$ cat config.mk
export PLATFORM = sky130hd
export DESIGN_NAME = spi_frame_slave
export DESIGN_NICKNAME = d
export VERILOG_FILES = /design/src/design/spi_frame_pkg.sv /design/src/design/spi_frame_slave.sv
export SDC_FILE = /design/constraint.sdc
export NUM_CORES = 1
export LEC_CHECK = 0
export BUFFER_PORTS_ARGS = -buffer_cell sky130_fd_sc_hd__clkbuf_2
export CORE_AREA = 2 2 178 110
export DETAILED_ROUTE_END_ITERATION = 8
export DIE_AREA = 0 0 180 112
export PLACE_DENSITY = 0.62
export SYNTH_ARGS = -nofsm -noshare
export SYNTH_HDL_FRONTEND = slang
export SYNTH_SLANG_ARGS = --single-unit
$ cat constraint.sdc
create_clock -name ref_clk -period 7.38 [get_ports ref_clk]
set_input_delay 0 -clock ref_clk [delete_from_list [all_inputs] [get_ports ref_clk]]
set_output_delay 0 -clock ref_clk [all_outputs]
set_load 0.01 [all_outputs]
$ cat src/design/spi_frame_pkg.sv
// constants shared by the serial frame slave interface
// assumes a single 125 MHz core clock that samples the serial link pins
package spi_frame_pkg;

    // core clock period and default select timeout
    localparam int unsigned CLK_PERIOD_NS         = 8;
    localparam int unsigned SELECT_TIMEOUT_NS_DEF = 40000;

    // frame length and bit counters
    localparam logic [5:0] FRAME_BITS    = 6'h20;
    localparam logic [5:0] DATA_LOAD_CNT = 6'h07;
    localparam logic [5:0] CNT_SAT       = 6'h3f;
    localparam logic [4:0] OUT_IDX_START = 5'h1f;
    localparam logic [4:0] GSB_LOW_IDX   = 5'h18;

    // field positions inside the 32-bit incoming frame
    localparam int unsigned OP_HI      = 31;
    localparam int unsigned ADDR_HI    = 29;
    localparam int unsigned PAYLOAD_HI = 23;

    // operation codes
    localparam logic [1:0] OP_WRITE  = 2'h0;
    localparam logic [1:0] OP_READ   = 2'h1;
    localparam logic [1:0] OP_RD_CLR = 2'h2;
    localparam logic [1:0] OP_INFO   = 2'h3;

    // all-ones address selects the advanced operations
    localparam logic [5:0] ADDR_ALL = 6'h3f;

    // reset values
    localparam logic [31:0] SHIFT_RST = 32'h0;
    localparam logic [23:0] DATA_RST  = 24'h0;
    localparam logic [7:0]  GSB_RST   = 8'h0;
    localparam logic [15:0] INFO_PAD  = 16'h0;

    // link state
    typedef enum logic [1:0] {LINK_IDLE, LINK_FRAME, LINK_TIMEOUT} link_state_e;

endpackage

$ cat src/design/spi_frame_slave.sv
// serial frame slave: 32-bit mode-0 link with frame checks and timeout
// assumes the host makes the serial clock; all pins are sampled on ref_clk
// and the register store outside answers reads combinationally

// Contract
// RULE1 - every frame is 32 bits, full duplex
// RULE2 - host uses clock polarity and phase zero
// RULE3 - capture on rising, change on falling edge
// RULE4 - output high impedance while deselected
// RULE5 - select timeout releases the output
// RULE6 - output shows error flag at select
// RULE7 - execute only after exactly 32 clocks
// RULE8 - execute only with valid count and address
// RULE9 - host keeps clock low at select edges
// RULE10 - msb first, next bits on falling edges
// RULE11 - host clock at most 4 MHz; the bench host model clocks at 8 MHz (125 ns period)
// RULE12 - opcode, address, three payload bytes, msb first
// RULE13 - decode write, read, clear, information
// RULE14 - write replaces register, returns old value
// RULE15 - read returns value, changes nothing
// RULE16 - clear bits whose payload bits are one
// RULE17 - opcode 11 all-ones address restores defaults
// RULE18 - opcode 10 all-ones address clears status
// RULE19 - load selected register into output shifter
// RULE20 - host clears only already reported bits
// RULE21 - no daisy chain, one select each
// RULE22 - status byte first, data at eighth edge
// RULE23 - top status bit is inverted OR
// RULE24 - information read: status, byte, then zeros
// RULE25 - timeout counted on core clock, parameter
module spi_frame_slave
    import spi_frame_pkg::*;
#(
    parameter int unsigned SELECT_TIMEOUT_NS = SELECT_TIMEOUT_NS_DEF
) (
    // core clock, reset and enable
    input  wire logic        ref_clk,
    input  wire logic        sys_rst,
    input  wire logic        clk_en,
    // serial link pins
    input  wire logic        chip_select_n,
    input  wire logic        serial_clock_pin,
    input  wire logic        serial_in_pin,
    output logic             serial_out,
    output logic             serial_out_oe,
    // register store side
    output logic [1:0]       access_op,
    output logic [5:0]       access_addr,
    input  wire logic [23:0] read_data,
    input  wire logic [7:0]  info_data,
    input  wire logic [6:0]  status_flags,
    input  wire logic        addr_valid,
    // end-of-frame commands
    output logic             exec_write,
    output logic             exec_clear,
    output logic             exec_defaults,
    output logic             exec_clear_all,
    output logic [5:0]       exec_addr,
    output logic [23:0]      exec_payload,
    output logic             frame_reject
);

    // timeout in core cycles, rounded up
    localparam int unsigned TIMEOUT_CYCLES =
        (SELECT_TIMEOUT_NS + CLK_PERIOD_NS - 1) / CLK_PERIOD_NS;
    localparam logic [23:0] TIMEOUT_CNT = 24'(TIMEOUT_CYCLES);

    // pin synchronisers and edge history
    logic        cs_meta, cs_sync, cs_prev;
    logic        sck_meta, sck_sync, sck_prev;
    logic        sdi_meta, sdi_sync;

    // frame state
    link_state_e state;         // link state
    logic [23:0] cs_cnt;        // cycles spent selected
    logic [5:0]  rise_cnt;      // rising clock edges seen, saturating
    logic [31:0] shift_in;      // incoming frame
    logic [4:0]  out_idx;       // bit index now on the output
    logic [7:0]  gsb_cap;       // status byte caught at select
    logic [23:0] data_cap;      // data word caught at eighth edge
    logic        load_req;      // pulse: first byte is in the shifter
    logic        load_dly;      // pulse: head held, load data word now
    logic [7:0]  head_cap;      // opcode and address after eighth edge

    // decoded edges and conditions
    wire         cs_fall    = cs_prev & ~cs_sync;
    wire         cs_rise    = ~cs_prev & cs_sync;
    wire         sck_rise   = ~cs_sync & ~sck_prev & sck_sync;
    wire         sck_fall   = ~cs_sync & sck_prev & ~sck_sync;
    wire         status_any = |status_flags;
    wire [1:0]   frame_op   = shift_in[OP_HI -: 2];
    wire [5:0]   frame_addr = shift_in[ADDR_HI -: 6];
    wire [23:0]  frame_pay  = shift_in[PAYLOAD_HI:0];
    wire         addr_all   = (frame_addr == ADDR_ALL);
    // RULE1 RULE7 exact clock count
    wire         count_ok   = (rise_cnt == FRAME_BITS);
    // RULE13 opcode decode
    wire         op_write   = (frame_op == OP_WRITE);
    wire         op_clear   = (frame_op == OP_RD_CLR);
    wire         op_info    = (frame_op == OP_INFO);
    wire         head_info  = (head_cap[7:6] == OP_INFO);
    // RULE8 RULE15 valid frames only, reads do nothing
    wire         do_write   = count_ok & op_write & addr_valid;
    wire         do_clr_all = count_ok & op_clear & addr_all;
    wire         do_clear   = count_ok & op_clear & ~addr_all & addr_valid;
    wire         do_dflt    = count_ok & op_info & addr_all;
    wire         bad_frame  = ~count_ok
                            | (op_write & ~addr_valid)
                            | (op_clear & ~addr_all & ~addr_valid);
    // RULE10 output bit select, status byte first
    wire         gsb_phase  = (out_idx >= GSB_LOW_IDX);
    wire [2:0]   gsb_idx    = 3'(out_idx - GSB_LOW_IDX);
    wire         out_bit    = gsb_phase ? gsb_cap[gsb_idx] : data_cap[out_idx];
    wire         any_exec   = exec_write | exec_clear
                            | exec_defaults | exec_clear_all;

    // the store sees opcode and address once the first byte is in
    assign access_op   = head_cap[7:6];
    assign access_addr = head_cap[5:0];

    // two-flop synchronisers, third flop only for edge history
    always_ff @(posedge ref_clk or posedge sys_rst) begin
        if (sys_rst) begin
            cs_meta  <= 1'b1;
            cs_sync  <= 1'b1;
            cs_prev  <= 1'b1;
            sck_meta <= 1'b0;
            sck_sync <= 1'b0;
            sck_prev <= 1'b0;
            sdi_meta <= 1'b0;
            sdi_sync <= 1'b0;
        end else if (clk_en) begin
            cs_meta  <= chip_select_n;
            cs_sync  <= cs_meta;
            cs_prev  <= cs_sync;
            sck_meta <= serial_clock_pin;
            sck_sync <= sck_meta;
            sck_prev <= sck_sync;
            sdi_meta <= serial_in_pin;
            sdi_sync <= sdi_meta;
        end
    end

    // link state and select timeout counter
    always_ff @(posedge ref_clk or posedge sys_rst) begin
        if (sys_rst) begin
            state  <= LINK_IDLE;
            cs_cnt <= 24'h0;
        end else if (clk_en) begin
            case (state)
                // waiting for select
                LINK_IDLE: begin
                    cs_cnt <= 24'h0;
                    if (cs_fall) begin
                        state <= LINK_FRAME;
                    end
                end
                // selected and driving
                LINK_FRAME: begin
                    cs_cnt <= cs_cnt + 24'h1;
                    if (cs_rise) begin
                        state <= LINK_IDLE;
                    // RULE25 timeout counted here
                    end else if (cs_cnt == TIMEOUT_CNT) begin
                        // RULE5 release after timeout
                        state <= LINK_TIMEOUT;
                    end
                end
                // still selected but released
                LINK_TIMEOUT: begin
                    if (cs_rise) begin
                        state <= LINK_IDLE;
                    end
                end
                default: state <= LINK_IDLE;
            endcase
        end
    end

    // input shifter and rising edge counter
    always_ff @(posedge ref_clk or posedge sys_rst) begin
        if (sys_rst) begin
            shift_in <= SHIFT_RST;
            rise_cnt <= 6'h0;
            load_req <= 1'b0;
            load_dly <= 1'b0;
            head_cap <= 8'h0;
        end else if (clk_en) begin
            load_req <= sck_rise & (rise_cnt == DATA_LOAD_CNT);
            load_dly <= load_req;
            // RULE22 first byte sits low in the shifter here
            if (load_req) begin
                head_cap <= shift_in[7:0];
            end
            if (cs_fall) begin
                rise_cnt <= 6'h0;
            // RULE3 capture on rising edge
            end else if (sck_rise) begin
                // RULE12 msb first into the frame
                shift_in <= {shift_in[30:0], sdi_sync};
                if (rise_cnt != CNT_SAT) begin
                    rise_cnt <= rise_cnt + 6'h1;
                end
            end
        end
    end

    // output word: status byte at select, data at eighth edge
    always_ff @(posedge ref_clk or posedge sys_rst) begin
        if (sys_rst) begin
            gsb_cap  <= GSB_RST;
            data_cap <= DATA_RST;
            out_idx  <= OUT_IDX_START;
        end else if (clk_en) begin
            if (cs_fall) begin
                // RULE23 top bit is the inverted OR
                gsb_cap <= {~status_any, status_flags};
                out_idx <= OUT_IDX_START;
            end else if (sck_fall && out_idx != 5'h0) begin
                // RULE10 next bit on falling edge
                out_idx <= out_idx - 5'h1;
            end
            // RULE19 load selected register
            if (load_dly) begin
                // RULE24 info byte then zeros
                data_cap <= head_info ? {info_data, INFO_PAD} : read_data;
            end
        end
    end

    // pin drivers, registered
    always_ff @(posedge ref_clk or posedge sys_rst) begin
        if (sys_rst) begin
            serial_out    <= 1'b0;
            serial_out_oe <= 1'b0;
        end else if (clk_en) begin
            // RULE4 driver only in a live frame
            serial_out_oe <= (state == LINK_FRAME);
            // RULE6 status flag from select on
            serial_out    <= out_bit;
        end
    end

    // end-of-frame commands, one-cycle pulses
    always_ff @(posedge ref_clk or posedge sys_rst) begin
        if (sys_rst) begin
            exec_write     <= 1'b0;
            exec_clear     <= 1'b0;
            exec_defaults  <= 1'b0;
            exec_clear_all <= 1'b0;
            frame_reject   <= 1'b0;
            exec_addr      <= 6'h0;
            exec_payload   <= DATA_RST;
        end else if (clk_en) begin
            // RULE14 write at frame end
            exec_write     <= cs_rise & do_write;
            // RULE16 selective clear by payload mask
            exec_clear     <= cs_rise & do_clear;
            // RULE17 restore control defaults
            exec_defaults  <= cs_rise & do_dflt;
            // RULE18 clear every status register
            exec_clear_all <= cs_rise & do_clr_all;
            // RULE7 wrong count discards frame
            frame_reject   <= cs_rise & bad_frame;
            if (cs_rise) begin
                exec_addr    <= frame_addr;
                exec_payload <= frame_pay;
            end
        end
    end
endmodule

==> run_summary.xml <==
<?xml version="1.0" encoding="UTF-8"?>
<metrics>
  <group name="synth">
    <metric name="yosysWarnings" unit="">0</metric>
    <metric name="synth_cell_types" unit="">57</metric>
    <metric name="dominantRegCellSynth" unit="">sky130_fd_sc_hd__dfrtp_1</metric>
    <metric name="synth_seq_cells" unit="">156</metric>
    <metric name="mappedNetlistNets" unit="">613</metric>
    <metric name="synth_async_sr_flop_share" unit="%">100.0</metric>
    <metric name="synth.cell_area" unit="um2">6904</metric>
    <metric name="synthesis.instances" unit="">562</metric>
    <metric name="post_synthesis_average_cell_area" unit="um2">12.28</metric>
    <metric name="number_of_synthesized_flops_with_an_enable_pin" unit="">0</metric>
    <metric name="sequential_area_share_after_synthesis" unit="%">56.69</metric>
  </group>
  <group name="power">
    <metric name="switching_power" unit="uW">645.3</metric>
    <metric name="seq_power_share" unit="%">47.0</metric>
    <metric name="vdd_drop_max" unit="V">0.0001312</metric>
    <metric name="power.density_cell_area" unit="nW/um2">270.1</metric>
    <metric name="internal_power" unit="uW">1686</metric>
    <metric name="design_power_total" unit="uW">2331</metric>
    <metric name="power.clock.fraction" unit="%">38.2</metric>
    <metric name="cellLeakagePower" unit="uW">0.004193</metric>
    <metric name="sw_share" unit="%">27.68</metric>
    <metric name="power.share.combinational" unit="%">14.7</metric>
  </group>
  <group name="clock_network">
    <metric name="clkSlewWorstSetupHoldPaths" unit="ns">0.06</metric>
    <metric name="clkSinkCount" unit="">156</metric>
    <metric name="clockBufferDepth" unit="">2</metric>
    <metric name="clock_tree.htree_level_count" unit="">4</metric>
    <metric name="numCtsBuffers" unit="">17</metric>
    <metric name="cts_tree" unit="">done</metric>
    <metric name="ctsResizeCount" unit="">0</metric>
    <metric name="clock-root-buffer" unit="">sky130_fd_sc_hd__clkbuf_16</metric>
    <metric name="clock_insertion_delay_worst_skew" unit="ns">0.42</metric>
  </group>
  <group name="placement">
    <metric name="placed_area" unit="um2">7569</metric>
    <metric name="placement.io_buffers" unit="">90</metric>
    <metric name="gp_routability_congestion" unit="">0.7998</metric>
    <metric name="dpl.hpwl" unit="um">9716</metric>
    <metric name="detailedPlace.worstSlack" unit="ns">4.740</metric>
  </group>
  <group name="grt">
    <metric name="grt.total_usage" unit="%">15.04</metric>
    <metric name="grt_first_pass_wirelength" unit="um">24290</metric>
    <metric name="grt_pass1_vias" unit="">4816</metric>
    <metric name="grt_antenna_before_repair" unit="">0</metric>
    <metric name="global_route.overflow_total" unit="">0</metric>
    <metric name="grt_start_max_net_pins" unit="">101</metric>
  </group>
  <group name="worst_setup_path">
    <metric name="worst_setup_path_start_kind" unit="">flip-flop</metric>
    <metric name="worst-endpoint-arrival" unit="ns">2.83</metric>
    <metric name="critical_path_class" unit="">flip-flop to flip-flop</metric>
    <metric name="path_max_fanout" unit="">13</metric>
    <metric name="crit_required" unit="ns">7.73</metric>
    <metric name="cp-end-kind" unit="">flip-flop</metric>
  </group>
  <group name="timing">
    <metric name="finClkSkew" unit="ns">0.007467</metric>
    <metric name="tightestPinTransition" unit="ns">1.190</metric>
    <metric name="timing.final.max_slew_violations" unit="">0</metric>
    <metric name="hold-worst-slack" unit="ns">0.1686</metric>
    <metric name="final.setup.tns" unit="ns">0</metric>
    <metric name="post-route-worst-setup-slack" unit="ns">4.905</metric>
    <metric name="max_freq" unit="GHz">0.4041</metric>
    <metric name="finalSetupViolations" unit="">0</metric>
    <metric name="relSlewSlack" unit="%">20.67</metric>
    <metric name="finalHoldViolCount" unit="">0</metric>
    <metric name="finalCriticalPeriod" unit="ns">2.475</metric>
    <metric name="layout_worst_path_cycle_share" unit="%">33.53</metric>
    <metric name="rsz_0062_raised_after_global_routing" unit="">no</metric>
  </group>
  <group name="floorplanning">
    <metric name="area_of_the_core_region" unit="um2">18590</metric>
    <metric name="fp.dieArea" unit="um2">20160</metric>
    <metric name="total_i_o_pin_count" unit="">91</metric>
    <metric name="rows" unit="">39</metric>
    <metric name="starting_density_of_the_core" unit="%">37.14</metric>
    <metric name="die_height" unit="um">112</metric>
    <metric name="die_x" unit="um">180</metric>
  </group>
  <group name="finish">
    <metric name="fillCellCount" unit="">1663</metric>
    <metric name="layout-drive-gt1-share" unit="%">32.58</metric>
    <metric name="postLayoutCellArea" unit="um2">8631</metric>
    <metric name="most_frequent_standard_cell_in_the_layout_excluding_fill_and_tap_cells" unit="">sky130_fd_sc_hd__dfrtp_1</metric>
    <metric name="n_antenna_cell" unit="">0</metric>
    <metric name="areaGrowthSynthToFinish" unit="%">25.01</metric>
    <metric name="layout.nets" unit="">745</metric>
    <metric name="most-common-layout-cells" unit="">148 x sky130_fd_sc_hd__dfrtp_1, 90 x sky130_fd_sc_hd__clkbuf_2, 77 x sky130_fd_sc_hd__mux2_2</metric>
  </group>
  <group name="routing">
    <metric name="drcViolationCount" unit="">0</metric>
    <metric name="drtIter0Drc" unit="">249</metric>
    <metric name="vias" unit="">4810</metric>
    <metric name="wl_per_cell" unit="um">15.31</metric>
    <metric name="vias_per_cell" unit="">5.053</metric>
    <metric name="drt_first_pass_iters" unit="">5</metric>
    <metric name="ant_nets" unit="">0</metric>
    <metric name="routed_wl" unit="um">14570</metric>
  </group>
  <group name="run">
    <metric name="max-cap-violations" unit="">0</metric>
  </group>
  <group name="min_path">
    <metric name="min-delay-path-class" unit="">input port to flip-flop</metric>
  </group>
  <group name="run_status">
    <metric name="status" unit="">completed</metric>
  </group>
</metrics>
-- kinds of logic after synthesis --
family / after synthesis / share of synthesized area (%)
simple gates: 172 / 13.56
buf+inv: 42 / 2.736
mux: 101 / 17.13
xor+xnor: 17 / 2.157
compound gates: 69 / 6.832
flops: 156 / 56.69
fa+ha+maj: 5 / 0.9061
-- stage by stage --
stage	utilization (%)	instances
after floorplan	-	562
after global placement	40.71	876
after detailed placement	40.71	876
after CTS	46.42	952
after global routing	46.42	952
final	46.42	952
-- metal layers --
metal  track usage (%)  wire length (um)
met1             21.06              7140
met2             22.68              6533
met3             4.056               727
met4             5.095               170
met5                 0                 0
-- sequential cells by signal (all words and copies together), names as in the netlist, 2 cells and up --
signal	flops
out_idx	5
head_cap	8
gsb_cap	8
exec_addr	6
state	2
data_cap	24
cs_cnt	24
exec_payload	24
rise_cnt	6
shift_in	32
-- power by group through the flow --
stage	Sequential, uW	Clock, uW	Combinational (uW)
6_report	1100	892	343
5_1_grt	1120	948	384
4_1_cts	1100	914	348
3_5_place_dp	1110	0	327
3_3_place_gp	1100	0	316
2_1_floorplan	1050	0	283
-- repair_timing --
action	4_1_cts	5_1_grt
hold buffers	45	0
buffers inserted	0	0
endpoints found under the hold margin	137	0
-- critical path: stages, from the launching register on --
cell and delay [ns]:
sky130_fd_sc_hd__dfstp_2 0.59, sky130_fd_sc_hd__nand2b_1 0.16, sky130_fd_sc_hd__nor2_1 0.68, sky130_fd_sc_hd__nand2_1 0.13, sky130_fd_sc_hd__o41ai_1 0.26, sky130_fd_sc_hd__dlygate4sd3_1 0.59
-- cell type report --
| cell class | instances | area (um2) | share of cell area (%) |
|---|---|---|---|
| Timing Repair Buffer | 137 | 915.9 | 10.61 |
| Inverter | 18 | 72.57 | 0.8408 |
| Clock inverter | 10 | 131.4 | 1.522 |
| Multi-Input combinational cell | 364 | 2809 | 32.55 |
| Sequential cell | 156 | 3914 | 45.35 |
| Tap cell | 246 | 307.8 | 3.566 |
| Clock buffer | 21 | 480.5 | 5.567 |
-- worst paths after layout --
check                                    startpoint                            to  slack, ns  cells past startpoint
setup / recovery                cs_prev$_DFFE_PP1P_        gsb_cap[7]$_DFFE_PP0P_       4.91                      5
hold reg to reg            data_cap[18]$_DFFE_PP0P_      data_cap[18]$_DFFE_PP0P_       0.48                      2
setup reg to reg                cs_prev$_DFFE_PP1P_        gsb_cap[7]$_DFFE_PP0P_       4.91                      5
hold / removal                               clk_en    exec_clear_all$_DFFE_PP0P_       0.17                      2
min in group asynchronous                   sys_rst  exec_payload[15]$_DFFE_PP0P_       0.33                      3
max in group asynchronous                   sys_rst       shift_in[0]$_DFFE_PP0P_       5.79                      4
-- synthesized netlist by cell type, types with 3 or more instances --
cell type                  count  area (um2)
sky130_fd_sc_hd__a21oi_1      10       50.05
sky130_fd_sc_hd__a22o_1       21       183.9
sky130_fd_sc_hd__and3_1        3       18.77
sky130_fd_sc_hd__and4_1        3       26.28
sky130_fd_sc_hd__buf_1         3       11.26
sky130_fd_sc_hd__buf_2         7       35.03
sky130_fd_sc_hd__buf_6         3       33.78
sky130_fd_sc_hd__clkbuf_1     11       41.29
sky130_fd_sc_hd__dfrtp_1     148        3704
sky130_fd_sc_hd__dfstp_2       8       210.2
sky130_fd_sc_hd__ha_1          5       62.56
sky130_fd_sc_hd__inv_1        16       60.06
sky130_fd_sc_hd__mux2_2       77       867.1
sky130_fd_sc_hd__mux2i_1      18       180.2
sky130_fd_sc_hd__mux4_2        6       135.1
sky130_fd_sc_hd__nand2_1      69       259.0
sky130_fd_sc_hd__nand2b_1      4       25.02
sky130_fd_sc_hd__nand3_1       9       45.04
sky130_fd_sc_hd__nand4_1       4       25.02
sky130_fd_sc_hd__nor2_1       29       108.9
sky130_fd_sc_hd__nor2b_1       3       18.77
sky130_fd_sc_hd__nor3_1       14       70.07
sky130_fd_sc_hd__nor4_1        6       37.54
sky130_fd_sc_hd__nor4_2        3       37.54
sky130_fd_sc_hd__nor4b_1       3       26.28
sky130_fd_sc_hd__o21ai_0      22       110.1
sky130_fd_sc_hd__xnor2_1      13       113.9
sky130_fd_sc_hd__xor2_1        4       35.03
Note: power is estimated with default switching activity, not from simulation.
